$ cat config.mk
export PLATFORM = sky130hd
export DESIGN_NAME = drive_control_source_select
export DESIGN_NICKNAME = d
export VERILOG_FILES = /design/src/common/drive_cmd_pkg.sv /design/src/core/drive_control_source_select.sv
export SDC_FILE = /design/constraint.sdc
export NUM_CORES = 1
export LEC_CHECK = 0
export BUFFER_PORTS_ARGS = -buffer_cell sky130_fd_sc_hd__buf_2
export CORE_MARGIN = 10
export CORE_UTILIZATION = 53
export CTS_BUF_LIST = sky130_fd_sc_hd__clkbuf_4
export DETAILED_ROUTE_END_ITERATION = 12
export GPL_TIMING_DRIVEN = 0
export HOLD_SLACK_MARGIN = 0.08
export PLACE_DENSITY = 0.78
export SYNTH_ARGS = -nofsm -noshare
export SYNTH_HDL_FRONTEND = slang
export SYNTH_SLANG_ARGS = --single-unit
$ cat constraint.sdc
create_clock -name clk_sys -period 1.98 [get_ports clk_sys]
set_input_delay 0.396 -clock clk_sys [delete_from_list [all_inputs] [get_ports clk_sys]]
set_output_delay 0.396 -clock clk_sys [all_outputs]
set_load 0.02 [all_outputs]
$ cat src/common/drive_cmd_pkg.sv
// shared constants and types for the command source selector
package drive_cmd_pkg;
  // source variants (remote_source_one_variant / two)
  typedef enum logic [2:0] {
    SRC_UNUSED = 3'h0,
    SRC_TWO_EDGE = 3'h1,
    SRC_THREE = 3'h2,
    SRC_TWO_LEVEL = 3'h3,
    SRC_BUS = 3'h4
  } src_variant_t;
  // panel access modes
  typedef enum logic [1:0] {
    PANEL_BUTTON = 2'h0,
    PANEL_LOCKED = 2'h1,
    PANEL_BY_DI = 2'h2,
    PANEL_ALWAYS = 2'h3
  } panel_access_t;
  // run state machine, gray along idle-run path
  typedef enum logic [1:0] {
    ST_IDLE = 2'h0,
    ST_RUN = 2'h1,
    ST_BLOCKED = 2'h3
  } run_state_t;
  // register indices
  localparam logic [3:0] REG_SRC1 = 4'h0;
  localparam logic [3:0] REG_SRC2 = 4'h1;
  localparam logic [3:0] REG_CFG = 4'h2;
  localparam logic [3:0] REG_STATUS = 4'h3;
  // field positions of REG_CFG
  localparam int CFG_TRACK_BIT = 0;
  localparam int CFG_PANEL_LSB = 1;
  localparam int CFG_RESET_BIT = 3;
  localparam int CFG_STOP_BIT = 4;
  // reset values, then the always stop scope code
  localparam logic [2:0] SRC1_RESET = 3'h1;
  localparam logic [2:0] SRC2_RESET = 3'h0;
  localparam logic TRACK_RESET = 1'h0;
  localparam logic [1:0] PANEL_RESET = 2'h0;
  localparam logic RESET_ALLOW_RESET = 1'h1;
  localparam logic [1:0] STOP_SCOPE_RESET = 2'h1;
  localparam logic [1:0] STOP_ALWAYS = 2'h2;
  // timing: minimum 3-wire start pulse
  localparam int CLK_HZ = 10000000;
  localparam int MIN_PULSE_US = 2000;
  localparam int MIN_PULSE_CYC = (MIN_PULSE_US * (CLK_HZ / 1000000));
endpackage : drive_cmd_pkg

$ cat src/core/drive_control_source_select.sv
// command source selection for a motor drive
`timescale 1ns/1ps
// ==========================================================
// Notes on behaviour
// - level 2-wire judges levels only
// - one start closed runs; else stop
// - level mode restarts after reset or power
// - bus control word drives run state
// - panel/remote switch by key or terminal
// - source codes 0..4; defaults 1 and 0
// - closed select input picks source two when assigned
// - otherwise source one is used
// - source change obeyed immediately
// - tracking keeps run entering 3-wire
// - panel access codes 0..3
// - mode key toggles local/remote state
// - local reset setting gates stop-key reset
// - else reset by edge or bus link
// - stop key scope local or always
// - 3-wire start needs 2 ms pulse, stop closed
// - edge mode reset blocks until start opens
module drive_control_source_select
(
  input wire logic clk_sys,
  input wire logic rst,
  input wire logic [3:0] regAddr,
  input wire logic [7:0] regWdata,
  input wire logic regWr,
  input wire logic regRd,
  output logic [7:0] regRdata,
  input wire logic fwdStartInput,
  input wire logic revStartInput,
  input wire logic fwd3Input,
  input wire logic rev3Input,
  input wire logic stop3Input,
  input wire logic srcSelInput,
  input wire logic srcSelAssigned,
  input wire logic panelDiInput,
  input wire logic extResetInput,
  input wire logic powerReturn,
  input wire logic faultActive,
  input wire logic modeKey,
  input wire logic keyRun,
  input wire logic keyRev,
  input wire logic keyStop,
  input wire logic busLinkOk,
  input wire logic busRun,
  input wire logic busRev,
  input wire logic busReset,
  output logic runCmd,
  output logic revCmd,
  output logic localActive,
  output logic faultReset
);
  import drive_cmd_pkg::*;

  // ==========================================================
  // input synchronisers
  // pin levels, two stages
  logic [10:0] syncA_q;
  logic [10:0] syncB_q;
  wire logic [10:0] pinRaw = {fwdStartInput, revStartInput, fwd3Input,
    rev3Input, stop3Input, srcSelInput, panelDiInput, extResetInput,
    modeKey, keyStop, powerReturn};
  always_ff @(posedge clk_sys or posedge rst)
  begin
    if (rst)
    begin
      syncA_q <= 11'h000;
      syncB_q <= 11'h000;
    end
    else
    begin
      syncA_q <= pinRaw;
      syncB_q <= syncA_q;
    end
  end
  wire logic fwdS = syncB_q[10];
  wire logic revS = syncB_q[9];
  wire logic fwd3S = syncB_q[8];
  wire logic rev3S = syncB_q[7];
  wire logic stop3S = syncB_q[6];
  wire logic selS = syncB_q[5];
  wire logic panelDiS = syncB_q[4];
  wire logic extRstS = syncB_q[3];
  wire logic modeS = syncB_q[2];
  wire logic stopKeyS = syncB_q[1];
  wire logic powerS = syncB_q[0];
  // previous synced levels for edge detection
  logic [10:0] prev_q;
  always_ff @(posedge clk_sys or posedge rst)
  begin
    if (rst)
      prev_q <= 11'h000;
    else
      prev_q <= syncB_q;
  end
  wire logic [10:0] rise = syncB_q & ~prev_q;

  // ==========================================================
  // configuration registers
  logic [2:0] src1_q;
  logic [2:0] src2_q;
  logic track_q;
  logic [1:0] panel_q;
  logic resetAllow_q;
  logic [1:0] stopScope_q;
  wire logic wrSrc1 = regWr && (regAddr == REG_SRC1);
  wire logic wrSrc2 = regWr && (regAddr == REG_SRC2);
  wire logic wrCfg = regWr && (regAddr == REG_CFG);
  // register writes, defaults at reset
  always_ff @(posedge clk_sys or posedge rst)
  begin
    if (rst)
    begin
      src1_q <= SRC1_RESET;
      src2_q <= SRC2_RESET;
      track_q <= TRACK_RESET;
      panel_q <= PANEL_RESET;
      resetAllow_q <= RESET_ALLOW_RESET;
      stopScope_q <= STOP_SCOPE_RESET;
    end
    else
    begin
      if (wrSrc1 && regWdata[2:0] <= 3'h4)
        src1_q <= regWdata[2:0];
      if (wrSrc2 && regWdata[2:0] <= 3'h4)
        src2_q <= regWdata[2:0];
      if (wrCfg)
      begin
        track_q <= regWdata[CFG_TRACK_BIT];
        panel_q <= regWdata[CFG_PANEL_LSB +: 2];
        resetAllow_q <= regWdata[CFG_RESET_BIT];
        stopScope_q <= regWdata[CFG_STOP_BIT] ? STOP_ALWAYS
          : STOP_SCOPE_RESET;
      end
    end
  end

  // ==========================================================
  // source and panel selection
  // source two only when assigned input closed
  wire logic useSrc2 = srcSelAssigned && selS;
  wire logic [2:0] activeSrc = useSrc2 ? src2_q : src1_q;
  logic local_q;
  // mode key toggles, di or fixed modes override
  always_ff @(posedge clk_sys or posedge rst)
  begin
    if (rst)
      local_q <= 1'h0;
    else if (panel_q == PANEL_BUTTON && rise[2])
      local_q <= ~local_q;
  end
  wire logic panelOn = (panel_q == PANEL_ALWAYS) ||
    (panel_q == PANEL_BY_DI && panelDiS) ||
    (panel_q == PANEL_BUTTON && local_q);

  // ==========================================================
  // reset handling
  wire logic keyStopReset = resetAllow_q && rise[1];
  wire logic anyReset = faultActive && (keyStopReset || rise[3] ||
    (busLinkOk && busReset));
  wire logic stopKeyActive = stopKeyS &&
    (panelOn || stopScope_q == STOP_ALWAYS);

  // ==========================================================
  // per-variant requests
  // exactly one start closed gives run
  wire logic twoRun = fwdS ^ revS;
  // 3-wire start pulse width counter
  logic [15:0] pulseCnt_q;
  always_ff @(posedge clk_sys or posedge rst)
  begin
    if (rst)
      pulseCnt_q <= 16'h0000;
    else if (!(fwd3S || rev3S))
      pulseCnt_q <= 16'h0000;
    else if (pulseCnt_q != 16'(MIN_PULSE_CYC))
      pulseCnt_q <= pulseCnt_q + 16'h0001;
  end
  wire logic pulseLong = pulseCnt_q == 16'(MIN_PULSE_CYC);
  wire logic threeStart = pulseLong && stop3S &&
    (fwd3S ^ rev3S);
  wire logic threeStop = !stop3S || (fwd3S && stop3S && rev3S);
  logic entered3_q;
  logic [2:0] lastSrc_q;
  wire logic srcChanged = activeSrc != lastSrc_q;

  // ==========================================================
  // run state machine
  run_state_t state_q;
  run_state_t state_d;
  logic rev_q;
  logic rev_d;
  always_comb
  begin
    state_d = state_q;
    rev_d = rev_q;
    if (panelOn)
    begin
      // remote inputs ignored in panel mode; stop key read after sync
      if (stopKeyS)
        state_d = ST_IDLE;
      else if (keyRun)
      begin
        state_d = ST_RUN;
        rev_d = keyRev;
      end
    end
    else if (stopKeyActive)
      state_d = ST_IDLE;
    else
    begin
      unique case (activeSrc)
        SRC_TWO_LEVEL:
        begin
          // levels only, restart after reset or mains
          state_d = twoRun ? ST_RUN : ST_IDLE;
          rev_d = revS;
        end
        SRC_TWO_EDGE:
        begin
          if (anyReset && twoRun)
            state_d = ST_BLOCKED;
          else if (state_q == ST_BLOCKED)
            state_d = twoRun ? ST_BLOCKED : ST_IDLE;
          else
          begin
            state_d = twoRun ? ST_RUN : ST_IDLE;
            rev_d = revS;
          end
        end
        SRC_THREE:
        begin
          if (srcChanged && !track_q)
            state_d = ST_IDLE;
          else if (threeStop)
            state_d = ST_IDLE;
          else if (threeStart)
          begin
            state_d = ST_RUN;
            rev_d = rev3S;
          end
        end
        SRC_BUS:
        begin
          state_d = (busLinkOk && busRun) ? ST_RUN : ST_IDLE;
          rev_d = busRev;
        end
        default: state_d = ST_IDLE;
      endcase
    end
    if (faultActive && state_d == ST_RUN)
      state_d = ST_IDLE;
  end
  always_ff @(posedge clk_sys or posedge rst)
  begin
    if (rst)
    begin
      state_q <= ST_IDLE;
      rev_q <= 1'h0;
      lastSrc_q <= SRC1_RESET;
      entered3_q <= 1'h0;
    end
    else
    begin
      state_q <= state_d;
      rev_q <= rev_d;
      lastSrc_q <= activeSrc;
      entered3_q <= srcChanged && activeSrc == SRC_THREE;
    end
  end

  // ==========================================================
  // outputs and read-back
  always_ff @(posedge clk_sys or posedge rst)
  begin
    if (rst)
    begin
      runCmd <= 1'h0;
      revCmd <= 1'h0;
      localActive <= 1'h0;
      faultReset <= 1'h0;
      regRdata <= 8'h00;
    end
    else
    begin
      runCmd <= state_d == ST_RUN;
      revCmd <= rev_d;
      localActive <= panelOn;
      faultReset <= anyReset;
      unique case (regAddr)
        REG_SRC1: regRdata <= regRd ? {5'h00, src1_q} : 8'h00;
        REG_SRC2: regRdata <= regRd ? {5'h00, src2_q} : 8'h00;
        REG_CFG: regRdata <= regRd ? {3'h0, stopScope_q == STOP_ALWAYS,
          resetAllow_q, panel_q, track_q} : 8'h00;
        REG_STATUS: regRdata <= regRd ? {2'h0, useSrc2, panelOn,
          rev_q, state_q == ST_BLOCKED, state_q == ST_RUN, powerS}
          : 8'h00;
        default: regRdata <= 8'h00;
      endcase
    end
  end

  // ==========================================================
  // assertions
  property p_level_two;
    @(posedge clk_sys) disable iff (rst)
    (!panelOn && !stopKeyS && !faultActive && activeSrc == SRC_TWO_LEVEL
      && twoRun) |=> runCmd;
  endproperty
  a_level_two: assert property (p_level_two)
    else $error("level mode did not run");
  property p_both_stop;
    @(posedge clk_sys) disable iff (rst)
    (!panelOn && activeSrc == SRC_TWO_LEVEL && fwdS && revS) |=> !runCmd;
  endproperty
  a_both_stop: assert property (p_both_stop)
    else $error("both starts closed but running");
  property p_panel_ignore;
    @(posedge clk_sys) disable iff (rst)
    (panelOn && !keyRun && state_q == ST_IDLE) |=> !runCmd;
  endproperty
  a_panel_ignore: assert property (p_panel_ignore)
    else $error("remote run in panel mode");
  property p_src_sel;
    @(posedge clk_sys) disable iff (rst)
    !srcSelAssigned |-> activeSrc == src1_q;
  endproperty
  a_src_sel: assert property (p_src_sel)
    else $error("source two without assignment");
  property p_blocked;
    @(posedge clk_sys) disable iff (rst)
    (state_q == ST_BLOCKED && twoRun && activeSrc == SRC_TWO_EDGE
      && !panelOn) |=> !runCmd;
  endproperty
  a_blocked: assert property (p_blocked)
    else $error("restart after reset in edge mode");
  property p_reset_key;
    @(posedge clk_sys) disable iff (rst)
    (!resetAllow_q && !rise[3] && !(busLinkOk && busReset)) |=> !faultReset;
  endproperty
  a_reset_key: assert property (p_reset_key)
    else $error("reset by disallowed stop key");
  property p_always_panel;
    @(posedge clk_sys) disable iff (rst)
    panel_q == PANEL_ALWAYS |=> localActive;
  endproperty
  a_always_panel: assert property (p_always_panel)
    else $error("panel not active in always mode");
  property p_three_short;
    @(posedge clk_sys) disable iff (rst)
    (activeSrc == SRC_THREE && !pulseLong && state_q == ST_IDLE
      && !panelOn) |=> !runCmd;
  endproperty
  a_three_short: assert property (p_three_short)
    else $error("short pulse started drive");
  property p_stop_scope;
    @(posedge clk_sys) disable iff (rst)
    (stopKeyS && stopScope_q == STOP_ALWAYS) |=> !runCmd;
  endproperty
  a_stop_scope: assert property (p_stop_scope)
    else $error("stop key ignored");
  c_bus_run: cover property (@(posedge clk_sys) activeSrc == SRC_BUS
    && runCmd);
  c_blocked: cover property (@(posedge clk_sys) state_q == ST_BLOCKED);
  c_src_swap: cover property (@(posedge clk_sys) entered3_q);
endmodule : drive_control_source_select

==> qor.yml <==
outcome: "finished, violations left"
violations: "negative setup slack"
met1_usage_pct: 16.8
dp_slack_ns: -0.251
area_growth_pct: 24.8
drtIter0Drc: 139
yosysSeqAreaShare_pct: 54.7
first_global_vias: 2348
slew_headroom_pct: 51.5
final_cells: 421
ys_seq_elements: 69
combPwrFrac_pct: 24.3
clock_path_buffers: 2
critPathRequiredTime_ns: 2.30
wl_um: 6920
ant_nets: 0
die_h_um: 97.3
place_congestion: 0.854
ys_types: 69
worstPathMaxFanout: 9
grtUsageMet3_pct: 4.48
seqPwrFrac_pct: 47.8
grt_max_degree: 37
finalWorstSetupSlack_ns: -0.0202
dieArea_um2: 9460
drv_cap: 0
grt_pass1_wl_um: 11100
r2r-start: "src1_q[2]$_DFFE_PP0P_"
path_cells: "buf_4 -> a21boi_1 -> o211a_1 -> nor3_2 -> a32o_1 -> a41o_2 -> o21ba_1"
final_cell_mix: "dfrtp_1, buf_2, nor2_1"
cts_tree: "built"
num_rows: 28
switchingPower_mw: 1.15
drive_gt1_share_pct: 33.2
setup_tns_ns: -0.0202
ir_drop_uv: 772
reg2reg_depth: 7
cts_buffers: 9
r2r_slack_ns: -0.02
fin_crit_sh_pct: 101
drt_first_pass_iters: 4
fmax_mhz: 500
use_met2_pct: 23.5
postSynth.asyncResetShare_pct: 100
p_int_mw: 2.54
hpwlAfterDp_um: 4730
synth_edf_count: 0
crit_type: "flop to flop"
regToRegEndpoint: "state_q[0]$_DFF_PP0_"
fin_area_um2: 3950
synth_warnings: 0
clock_latency_ns: 0.42
nets: 379
finalClockSkew_ns: 0.0168
cp-start-kind: "flop"
p_leak_nw: 1.87
crit_path_top_delay_cell: "a21boi_1"
final_common_cell: "dfrtp_1"
grt_antenna_before_repair: 0
rsz0062_at_grt: "yes"
sw_frac_of_total_pct: 31.1
hold_class: "input pin to asynchronous set/reset pin"
drv_slew: 0
initial_core_util_pct: 54.1
setup_viol_count_final: 1
overflow: 0
io_buffers: 40
dpl_cell_area_um2: 3490
vias_per_cell: 5.49
io_pins: 47
utilization_pct: 67.5
max_stage_delay_ns: 0.38
path_buf_inv: 1
clockRootBuffer: "clkbuf_4"
vias: 2312
hold_viol_final: 0
worstPathArrival_ns: 2.32
synthesis.area_um2: 3160
antenna_cells: 0
pwr-share-clk_pct: 27.9
whs_ns: 0.0798
worst-slew-pin-transition_ns: 0.727
cpLargestDelayFamily: "compound AO/OA/AOI/OAI gates"
die_width_um: 97.3
netlist_instances: 272
clkSinkCount: 69
clk_pin_slew_ns: 0.12
period_minus_slack_ns: 2.00
dp_cells: 389
avgSynthCellArea_um2: 11.6
wire_per_inst_um: 16.4
core_um2: 5850
htree_levels: 3
ys.flop_type: "dfrtp_1"
grt_use_total_pct: 14.2
power_mw: 3.68
endpoint_kind: "flop"
drc: 0
p_per_area_nw_per_um2: 933
top_usage_layer: "met2"
==> final cells by class <==
cell class / count / area (µm²)
multi-input combinational: 180 / 1460
timing repair buffer: 57 / 368
inverter: 15 / 60.1
buffer: 9 / 60.1
clock buffer: 9 / 67.6
tap: 75 / 93.8
fill: 415 / 1900
sequential: 69 / 1740
clock inverter: 7 / 100
==> cells by family after synthesis <==
kind of cell / after synthesis / share of synthesized area, %
adders and majority gates: 3 / 1.19
xor gates and xnor gates: 20 / 5.54
muxes: 19 / 7.75
AOI/OAI and AO/OA: 41 / 10.2
and+or+nand+nor: 95 / 17.0
DFF: 69 / 54.7
other: 1 / 0.119
buffers and inverters: 24 / 3.48
==> state kept, by name (all words and copies together) (netlist names), 2 cells and up <==
name / flops
lastSrc_q: 3
prev_q: 3
pulseCnt_q: 16
panel_q: 2
src1_q: 3
syncA_q: 11
regRdata: 6
stopScope_q: 2
src2_q: 3
syncB_q: 11
state_q: 2
==> cell usage after synthesis (all sizes together), types with 2 or more instances <==
cell type	count	area, µm²
mux2i	5	53.8
nand4b	2	17.5
o31ai	2	20.0
nand2	13	51.3
a31oi	4	25.0
dfrtp	65	1630
a21boi	2	15.0
a21oi	3	15.0
buf	5	38.8
o2111ai	2	17.5
mux2	11	124
nand3	12	60.1
nor3	3	15.0
nand4	5	37.5
o21ai	7	35.0
xnor2	7	61.3
nand3b	2	15.0
o21ba	2	20.0
nor2	25	93.8
ha	3	37.5
and3	7	43.8
and2	3	22.5
nor4b	2	17.5
xor2	13	114
nor2b	8	50.1
a211oi	3	27.5
clkbuf	4	15.0
mux4	3	67.6
inv	15	56.3
nand2b	2	12.5
and4	2	17.5
dfstp	4	105
==> power groups by stage <==
| stage | sequential [mW] | combinational, mW | clock [mW] |
|---|---|---|---|
| after floorplan | 1.75 | 0.525 | 0 |
| after global placement | 1.76 | 0.707 | 0 |
| after detailed placement | 1.76 | 0.732 | 0 |
| after CTS | 1.74 | 0.817 | 1.04 |
| after global routing | 1.78 | 0.976 | 1.12 |
| final | 1.76 | 0.894 | 1.03 |
==> what timing repair did <==
action / in CTS / in global routing
setup endpoints to repair: 9 / 5
hold buffers: 11 / 0
pin swaps: 4 / 8
setup buffers: 4 / 1
resized for setup: 9 / 19
hold endpoints to repair: 11 / 0
==> how the worst max path moves through the flow <==
stage,start,endpoint,depth (start not counted)
after floorplan,pulseCnt_q[0]$_DFFE_PP0P_,state_q[0]$_DFF_PP0_,7
after global placement,srcSelAssigned,state_q[0]$_DFF_PP0_,8
after detailed placement,srcSelAssigned,state_q[0]$_DFF_PP0_,8
after CTS,syncB_q[5]$_DFF_PP0_,runCmd$_DFF_PP0_,7
after global routing,syncB_q[5]$_DFF_PP0_,runCmd$_DFF_PP0_,7
final,src1_q[2]$_DFFE_PP0P_,state_q[0]$_DFF_PP0_,7
==> per-layer routing <==
metal / wire, µm / part of all wire [%]
met5: 0 / 0
met4: 146 / 2.1
met3: 390 / 5.6
met2: 3500 / 51
met1: 2890 / 42
==> worst register-to-register path, stage by stage, from the launching register on <==
cell      delay, ns
dfrtp_1        0.36
buf_4          0.19
a21boi_1       0.38
o211a_1        0.28
nor3_2         0.08
a32o_1         0.20
a41o_2         0.25
o21ba_1        0.17
(Power assumes the default switching activity.)
